--- src/hdl/adc_seq_pkg.sv ---
// package of constants and types for the converter strobe sequencer
package adc_seq_pkg;
  localparam int DATA_W = 16;
  localparam int BYTE_W = 8;
  localparam int MSB_POS = 15;
  // conversion time in ns as printed (longest), and cycles at 250 MHz
  localparam int CONV_TIME_NS = 4700;
  localparam int CLK_PERIOD_NS = 4;
  localparam int CONV_CYCLES = CONV_TIME_NS / CLK_PERIOD_NS;
  localparam int CNT_W = 13;
  localparam logic [DATA_W-1:0] DATA_RESET = 16'h0000;
  typedef enum logic [2:0] {
    ST_OFF = 3'b000,
    ST_ACQ = 3'b001,
    ST_CONV = 3'b010,
    ST_DONE = 3'b011,
    ST_READ = 3'b100
  } seq_state_t;
endpackage

--- src/hdl/adc_sample_if.sv ---
`timescale 1ns/1ps
// interface between sequencer and conversion timer
interface adc_sample_if;
  logic start;
  logic busy;
  logic done;
  modport seq (output start, input busy, input done);
  modport timer (input start, output busy, output done);
endinterface

--- src/hdl/adc_parallel_strobe_sequencer.sv ---
`timescale 1ns/1ps
// strobe sequencer and three-state read port of the converter
// Contract
// - result is a 16-bit three-state word, bit 15 most significant
// - first strobe fall with select low powers up into acquisition
// - select high at second fall powers reference down after conversion
// - select low at second fall keeps reference powered after conversion
// - select high at third fall drives the result onto the bus
// - done output goes low when conversion completes
// - second strobe fall starts the conversion
// - byte mode: high-byte select 1 gives MSB, 0 gives LSB
// - reset input high returns the device to reset state
module adc_parallel_strobe_sequencer #(
  parameter int CONV_CYCLES = adc_seq_pkg::CONV_CYCLES,
  parameter bit BYTE_MODE = 1'b0
) (
  // clock and reset
  input wire logic clk_sys,
  input wire logic rst,
  // host strobes
  input wire logic strobe_n,
  input wire logic read_sel,
  input wire logic high_byte_select,
  // result from the analog core
  input wire logic [adc_seq_pkg::DATA_W-1:0] sample_data,
  // status
  output logic conv_done_n,
  output logic powered,
  output logic ref_on,
  // data bus
  output logic [adc_seq_pkg::DATA_W-1:0] data_out,
  output logic data_oe
);
  import adc_seq_pkg::*;
  seq_state_t state;
  logic strobe_d;
  logic fall;
  logic ref_down_req;
  logic [DATA_W-1:0] result;
  adc_sample_if conv ();

  adc_conv_timer #(.CYCLES(CONV_CYCLES)) u_timer (
    .clk_sys(clk_sys),
    .rst(rst),
    .conv(conv)
  );

  // strobe edge detect
  always_ff @(posedge clk_sys or posedge rst) begin
    if (rst) begin
      strobe_d <= 1'b1;
    end else begin
      strobe_d <= strobe_n;
    end
  end
  assign fall = strobe_d && !strobe_n;
  assign conv.start = fall && (state == ST_ACQ);

  // sequence of strobe falls
  always_ff @(posedge clk_sys or posedge rst) begin
    if (rst) begin
      state <= ST_OFF;
    end else begin
      case (state)
        ST_OFF: begin
          if (fall && !read_sel) begin
            state <= ST_ACQ;
          end
        end
        ST_ACQ: begin
          if (fall) begin
            state <= ST_CONV;
          end
        end
        ST_CONV: begin
          if (conv.done) begin
            state <= ST_DONE;
          end
        end
        ST_DONE: begin
          if (fall && read_sel) begin
            state <= ST_READ;
          end
        end
        ST_READ: begin
          if (strobe_n) begin
            state <= ST_OFF;
          end
        end
        default: begin
          state <= ST_OFF;
        end
      endcase
    end
  end

  // reference power choice, sampled at the second fall
  always_ff @(posedge clk_sys or posedge rst) begin
    if (rst) begin
      ref_down_req <= 1'b0;
      ref_on <= 1'b0;
      powered <= 1'b0;
    end else begin
      if (state == ST_OFF && fall && !read_sel) begin
        powered <= 1'b1;
        ref_on <= 1'b1;
      end
      if (conv.start) begin
        ref_down_req <= read_sel;
      end
      if (conv.done) begin
        ref_on <= !ref_down_req;
        powered <= !ref_down_req;
      end
    end
  end

  // result latch and done flag
  always_ff @(posedge clk_sys or posedge rst) begin
    if (rst) begin
      result <= DATA_RESET;
      conv_done_n <= 1'b1;
    end else begin
      if (conv.done) begin
        result <= sample_data;
        conv_done_n <= 1'b0;
      end else if (state == ST_READ && strobe_n) begin
        conv_done_n <= 1'b1;
      end
    end
  end

  // bus drive: full word or selected byte in low lanes
  always_ff @(posedge clk_sys or posedge rst) begin
    if (rst) begin
      data_out <= DATA_RESET;
      data_oe <= 1'b0;
    end else begin
      data_oe <= (state == ST_READ) && !strobe_n;
      if (!BYTE_MODE) begin
        data_out <= result;
      end else if (high_byte_select) begin
        data_out <= {{BYTE_W{1'b0}}, result[MSB_POS -: BYTE_W]};
      end else begin
        data_out <= {{BYTE_W{1'b0}}, result[BYTE_W-1:0]};
      end
    end
  end

  // checker copy of the select level taken at the convert fall
  logic chk_sel;
  always_ff @(posedge clk_sys or posedge rst) begin
    if (rst) begin
      chk_sel <= 1'b0;
    end else if (state == ST_ACQ && fall) begin
      chk_sel <= read_sel;
    end
  end
endmodule

--- src/hdl/adc_conv_timer.sv ---
`timescale 1ns/1ps
// self-timed conversion counter, pulses done after the conversion time
module adc_conv_timer #(
  parameter int CYCLES = adc_seq_pkg::CONV_CYCLES
) (
  // clock and reset
  input wire logic clk_sys,
  input wire logic rst,
  // link to sequencer
  adc_sample_if.timer conv
);
  import adc_seq_pkg::*;
  logic [CNT_W-1:0] count;
  logic run;

  // count down from start, pulse done on the last cycle
  always_ff @(posedge clk_sys or posedge rst) begin
    if (rst) begin
      count <= '0;
      run <= 1'b0;
      conv.done <= 1'b0;
    end else begin
      conv.done <= 1'b0;
      if (conv.start && !run) begin
        count <= CNT_W'(CYCLES - 1);
        run <= 1'b1;
      end else if (run) begin
        if (count == '0) begin
          run <= 1'b0;
          conv.done <= 1'b1;
        end else begin
          count <= count - 1'b1;
        end
      end
    end
  end
  assign conv.busy = run;
endmodule

--- config.mk ---
export PLATFORM = sky130hd
export DESIGN_NAME = adc_parallel_strobe_sequencer
export DESIGN_NICKNAME = d
export VERILOG_FILES = /design/src/hdl/adc_seq_pkg.sv /design/src/hdl/adc_sample_if.sv /design/src/hdl/adc_parallel_strobe_sequencer.sv /design/src/hdl/adc_conv_timer.sv
export SDC_FILE = /design/constraint.sdc
export NUM_CORES = 1
export LEC_CHECK = 0
export ABC_CLOCK_PERIOD_IN_PS = 6100
export BUFFER_PORTS_ARGS = -buffer_cell sky130_fd_sc_hd__buf_2
export CORE_MARGIN = 2
export CORE_UTILIZATION = 45
export DETAILED_ROUTE_END_ITERATION = 10
export PLACE_DENSITY_LB_ADDON = 0.12
export SLEW_MARGIN = 10
export SYNTH_ARGS = -nofsm -noshare
export SYNTH_HDL_FRONTEND = slang
export SYNTH_SLANG_ARGS = --single-unit
--- constraint.sdc ---
create_clock -name clk_sys -period 6.1 [get_ports clk_sys]
set_input_delay 1.22 -clock clk_sys [delete_from_list [all_inputs] [get_ports clk_sys]]
set_output_delay 1.22 -clock clk_sys [all_outputs]
set_load 0.02 [all_outputs]
After elaboration in Yosys (flattened, before gate mapping)
Cells that the tools add are included.
- add/sub/neg operators: 1
- equality and inequality tests: 10
- mux-type cells: 19
- reduce and logical (&&, ||, !) cells: 20
- operator list (operator ; number):
    $mux W13 ; 3
    $mux W3 ; 5
    $pmux W3 S5 ; 1
    $logic_not A13 Y1 ; 1
    $sub A13 B1 Y13 const B ; 1
    $mux W1 ; 10
    $logic_and A1 B1 Y1 ; 9
    $ne A2 B2 Y1 const B ; 4
    $eq A3 B2 Y1 const B ; 2
    $reduce_bool A2 Y1 ; 3
    $reduce_and A5 Y1 ; 1
    $logic_not A1 Y1 ; 4
    $ne A2 B1 Y1 const B ; 2
    $eq A3 B1 Y1 const B ; 1
    $eq A3 B3 Y1 const B ; 1
    $logic_not A3 Y1 ; 1
    $reduce_and A2 Y1 ; 1
- register bits after elaboration: 55

Depth between registers and ports, before layout
- depth in word-level cells: 6
- mapped depth: 7

Modules after synthesis
A second synthesis with hierarchy kept.
- cells, all modules: 160
- area, all modules: 2150.8 um^2
- modules (own cells, without submodules) (module ; instances ; cells an instance ; area each (um^2)):
    adc_parallel_strobe_sequencer ; 1 ; 86 ; 1366.3
    adc_conv_timer ; 1 ; 74 ; 784.5

Worst setup path after synthesis
Ideal clock, no wire load.
- kind: in2reg
- start point: input strobe_n
- end point: register u_timer.count[7]
- library setup time: 0.072 ns
- data arrival time: 1.992 ns
- slack: 4.036 ns
- stages on the path: 4
- path buffers: 1
- path through: or3_1 clkbuf_1 and4_1 nor2_1
- cells in the longest elaborated chain, start to end: 6
- elaborated cells between the ends (all ways): 8
- ends and longest elaborated chain (what ; line ; RTL):
    from (decl) ; adc_parallel_strobe_sequencer.sv:21 ; input wire logic strobe_n,
    $logic_not A1 Y1 (*) ; adc_parallel_strobe_sequencer.sv:56 ; assign fall = strobe_d && !strobe_n;
    $logic_and A1 B1 Y1 (*) ; adc_parallel_strobe_sequencer.sv:56 ;
    $logic_and A1 B1 Y1 (*) ; -- ;
    $logic_and A1 B1 Y1 (*) ; adc_conv_timer.sv:24 ; if (conv.start && !run) begin
    $ne A2 B1 Y1 (no line) or $reduce_bool A2 Y1 (tied branches) ; -- ;
    $reduce_and A2 Y1 (no line) ; -- ;
    to (signal assigned) ; adc_conv_timer.sv:25 ; count <= CNT_W'(CYCLES - 1);
    to (signal assigned) ; adc_conv_timer.sv:32 ; count <= count - 1'b1;
    to (decl) ; adc_conv_timer.sv:13 ; logic [CNT_W-1:0] count;
Mark *: on every way between the ends. The rest lies on a longest branch, timed or not.
A chain may end at the register's enable or synchronous reset.

Worst setup path in the final report
- start point: register conv_done_n
- end point: output conv_done_n
- RTL lines (what ; line ; RTL):
    from (decl) ; adc_parallel_strobe_sequencer.sv:27 ; output logic conv_done_n,
    from (signal assigned) ; adc_parallel_strobe_sequencer.sv:122 ; conv_done_n <= 1'b1;
    from (signal assigned) ; adc_parallel_strobe_sequencer.sv:126 ; conv_done_n <= 1'b0;
    from (signal assigned) ; adc_parallel_strobe_sequencer.sv:128 ; conv_done_n <= 1'b1;
No word-level cell between the ends.

==> impl_metrics.toml <==
[setup_path]
cp_data_required_time_ns = 4.88
r2r_slack_ns = 3.88
path_max_fanout = 2
cp_cell_sequence = "buf_2"
max_stage_delay_ns = 0.54
cp.buffers_inverters = 1
end_kind = "output port"
slowest_stage = "dfstp_2"
critPathKind = "reg2out"
path_delay_family = "flip-flops"
cp-start-kind = "flop"
critPathArrivalTime_ns = 1.00

[cells_and_area]
multi_input_area_sq_um = 729
final_area_sq_um = 2500
layout-drive-gt1-share_pct = 35.8
antennaDiodeCount = 0
final_core_util_pct = 53.6
fin_cells = 258
nNetsFinal = 226
final-seq-area_sq_um = 1380
fill_cells = 394
syn_to_final_growth_pct = 16.2

[synth]
synthArstFlopShare_pct = 100
syn-num-nets = 185
synth.distinct_cells = 40
synthCells = 162
seq_area_frac_synth_pct = 64.1
synth_edf_count = 0
synth_seq_cells = 55
yosysTopAreaCellShare_pct = 61.7
syn_area_per_cell_sq_um = 13.3
syn-cell-area_sq_um = 2150
synth_area_leaders = "dfrtp_1, mux2_2, dfstp_2"
synth_top_area_cell = "dfrtp_1"
synth_flop_cell = "dfrtp_1"
ys_top_cells_by_count = "dfrtp_1, mux2_2, nor2_1, nand2_1, a21oi_1"
synth.most_common_cell = "dfrtp_1"
yosysWarnings = 0

[sta]
finalSetupViolations = 0
finalHoldViolCount = 0
drv_slew = 0
finClkSkew_ns = 0.00676
setup_tns_ns = 0
rsz0062_at_grt = "no"
min_period_over_period_pct = 36.4
max_freq_ghz = 0.451
slew_headroom_pct = 39.6
final.min_clock_period_ns = 2.22
hold-worst-slack_ns = 0.378
tightest_slew_ns = 0.899

[routing]
drt_iter0_markers = 47
routed-via-count = 1399
routed_wirelength_um = 3710
ant_nets = 0
vias_per_cell = 5.42
remaining_drc_errors = 0
drtPass1Iterations = 4
wl_per_cell_um = 14.4

[cts]
hold_buffers = 0
cts.clk_slew.worst_paths_ns = 0.10
cts_resized = 0
insertion_delay_ns = 0.30
cts_root_buffer = "clkbuf_8"
cts_sinks = 55
numCtsBuffers = 5
tritoncts = "done"
cts_buffer_depth = 2
cts_max_level = 2
postCtsSetupBuffers = 0

[pwr]
power_leakage_nw = 1.22
pwr-share-comb_pct = 20.7
p_int_uw = 628
p_seq_share_pct = 52.8
ir_drop_uv = 174
p_clk_share_pct = 26.4
netSwitchingPower_uw = 272
power.density_nw_per_um2 = 360
p_sw_share_pct = 30.2

[global_route]
grt_pass1_wl_um = 6190
grt_use_total_pct = 15.2
grt_pass1_vias = 1387
antenna_found_initial = 0
grt_max_degree = 56
grt.overflow.total = 0

[place]
place_inst = 250
port-buffer-count = 39
gp_congestion = 0.820
placed_cell_area_sq_um = 2390
hpwl_um = 2550

[floorplan]
ios = 41
dieHeight_um = 73.1
rows = 25
die_w_um = 73.1
coreArea_sq_um = 4660
dieArea_sq_um = 5350
start_util_pct = 46.1

[flow_run]
cap_violations = 0

[outcome]
status = "complete, no violations"

[worst_hold_path]
hold_class = "reg2reg"
## power groups by stage
stage          clock, mW  combinational (mW)  sequential (mW)
2_1_floorplan          0               0.141            0.476
4_1_cts            0.244               0.188            0.474
6_report           0.238               0.187            0.475
3_5_place_dp           0               0.187            0.481
5_1_grt            0.258               0.213            0.486
3_3_place_gp           0               0.181            0.477
## flip-flops by register name, summed over array words and instances (netlist names)
signal	count
data_out	16
result	16
u_timer.count	13
state	3
conv_done_n	1
data_oe	1
ref_down_req	1
ref_on	1
strobe_d	1
u_timer.conv.busy	1
u_timer.conv.done	1
## final timing paths
path                                  start                 to  cells after the start
max in group asynchronous               rst   u_timer.count[1]                      2
setup / recovery                conv_done_n        conv_done_n                      1
min in group asynchronous               rst          result[6]                      2
hold reg to reg                  result[12]       data_out[12]                      0
setup reg to reg           u_timer.count[0]  u_timer.count[10]                      6
hold / removal                   result[12]       data_out[12]                      0
## cells in the final DEF, fill, tap and decap left out, types with 2 or more instances in the layout
| cell | instances |
|---|---|
| nor2_1 | 11 |
| nand3_1 | 2 |
| or4_1 | 4 |
| nor2b_1 | 2 |
| nand4bb_1 | 2 |
| a21oi_1 | 6 |
| nand4b_1 | 2 |
| buf_2 | 39 |
| a211o_1 | 2 |
| inv_1 | 3 |
| clkbuf_8 | 5 |
| or2_2 | 2 |
| mux2i_1 | 3 |
| or3_1 | 2 |
| dfrtp_1 | 53 |
| o21ai_0 | 2 |
| mux2_2 | 17 |
| nand2_1 | 10 |
| nor4_1 | 3 |
| a311oi_1 | 2 |
| dfstp_2 | 2 |
| a31oi_1 | 2 |
| nor3_1 | 5 |
| ha_1 | 2 |
| or4_4 | 2 |
## layout make-up
type / instances / share of cell area [%]
multi-input combinational: 98 / 29.2
inverter: 4 / 0.651
clock buffer: 6 / 2.91
timing repair buffer: 39 / 7.82
clock inverter: 2 / 1.50
sequential: 55 / 55.2
tap: 54 / 2.71
## through the flow
| step | power, mW | setup WS (ns) |
|---|---|---|
| CTS | 0.906 | 3.86 |
| detailed placement | 0.668 | 3.59 |
| finish | 0.900 | 3.88 |
| floorplan | 0.618 | 3.54 |
| global route | 0.957 | 3.63 |
| global placement | 0.658 | 3.61 |
## routing by layer
layer / track usage [%] / share of wire (%) / up-vias
met1: 19.5 / 47 / 692
met3: 3.87 / 3.7 / 8
li1: - / - / 670
met4: 7.20 / 2.1 / 0
met2: 24.2 / 47 / 29
met5: 0 / 0 / -
## logic make-up (layout without fill, tap and decap cells)
logic type	Yosys count	in the layout	synth area share, %
mux	20	20	10.3
buf+inv	9	51	1.92
simple gates	56	56	16.2
compound gates	20	20	6.23
flops	55	55	64.1
fa+ha+maj	2	2	1.16
Note: power is estimated with default switching activity, not from simulation.
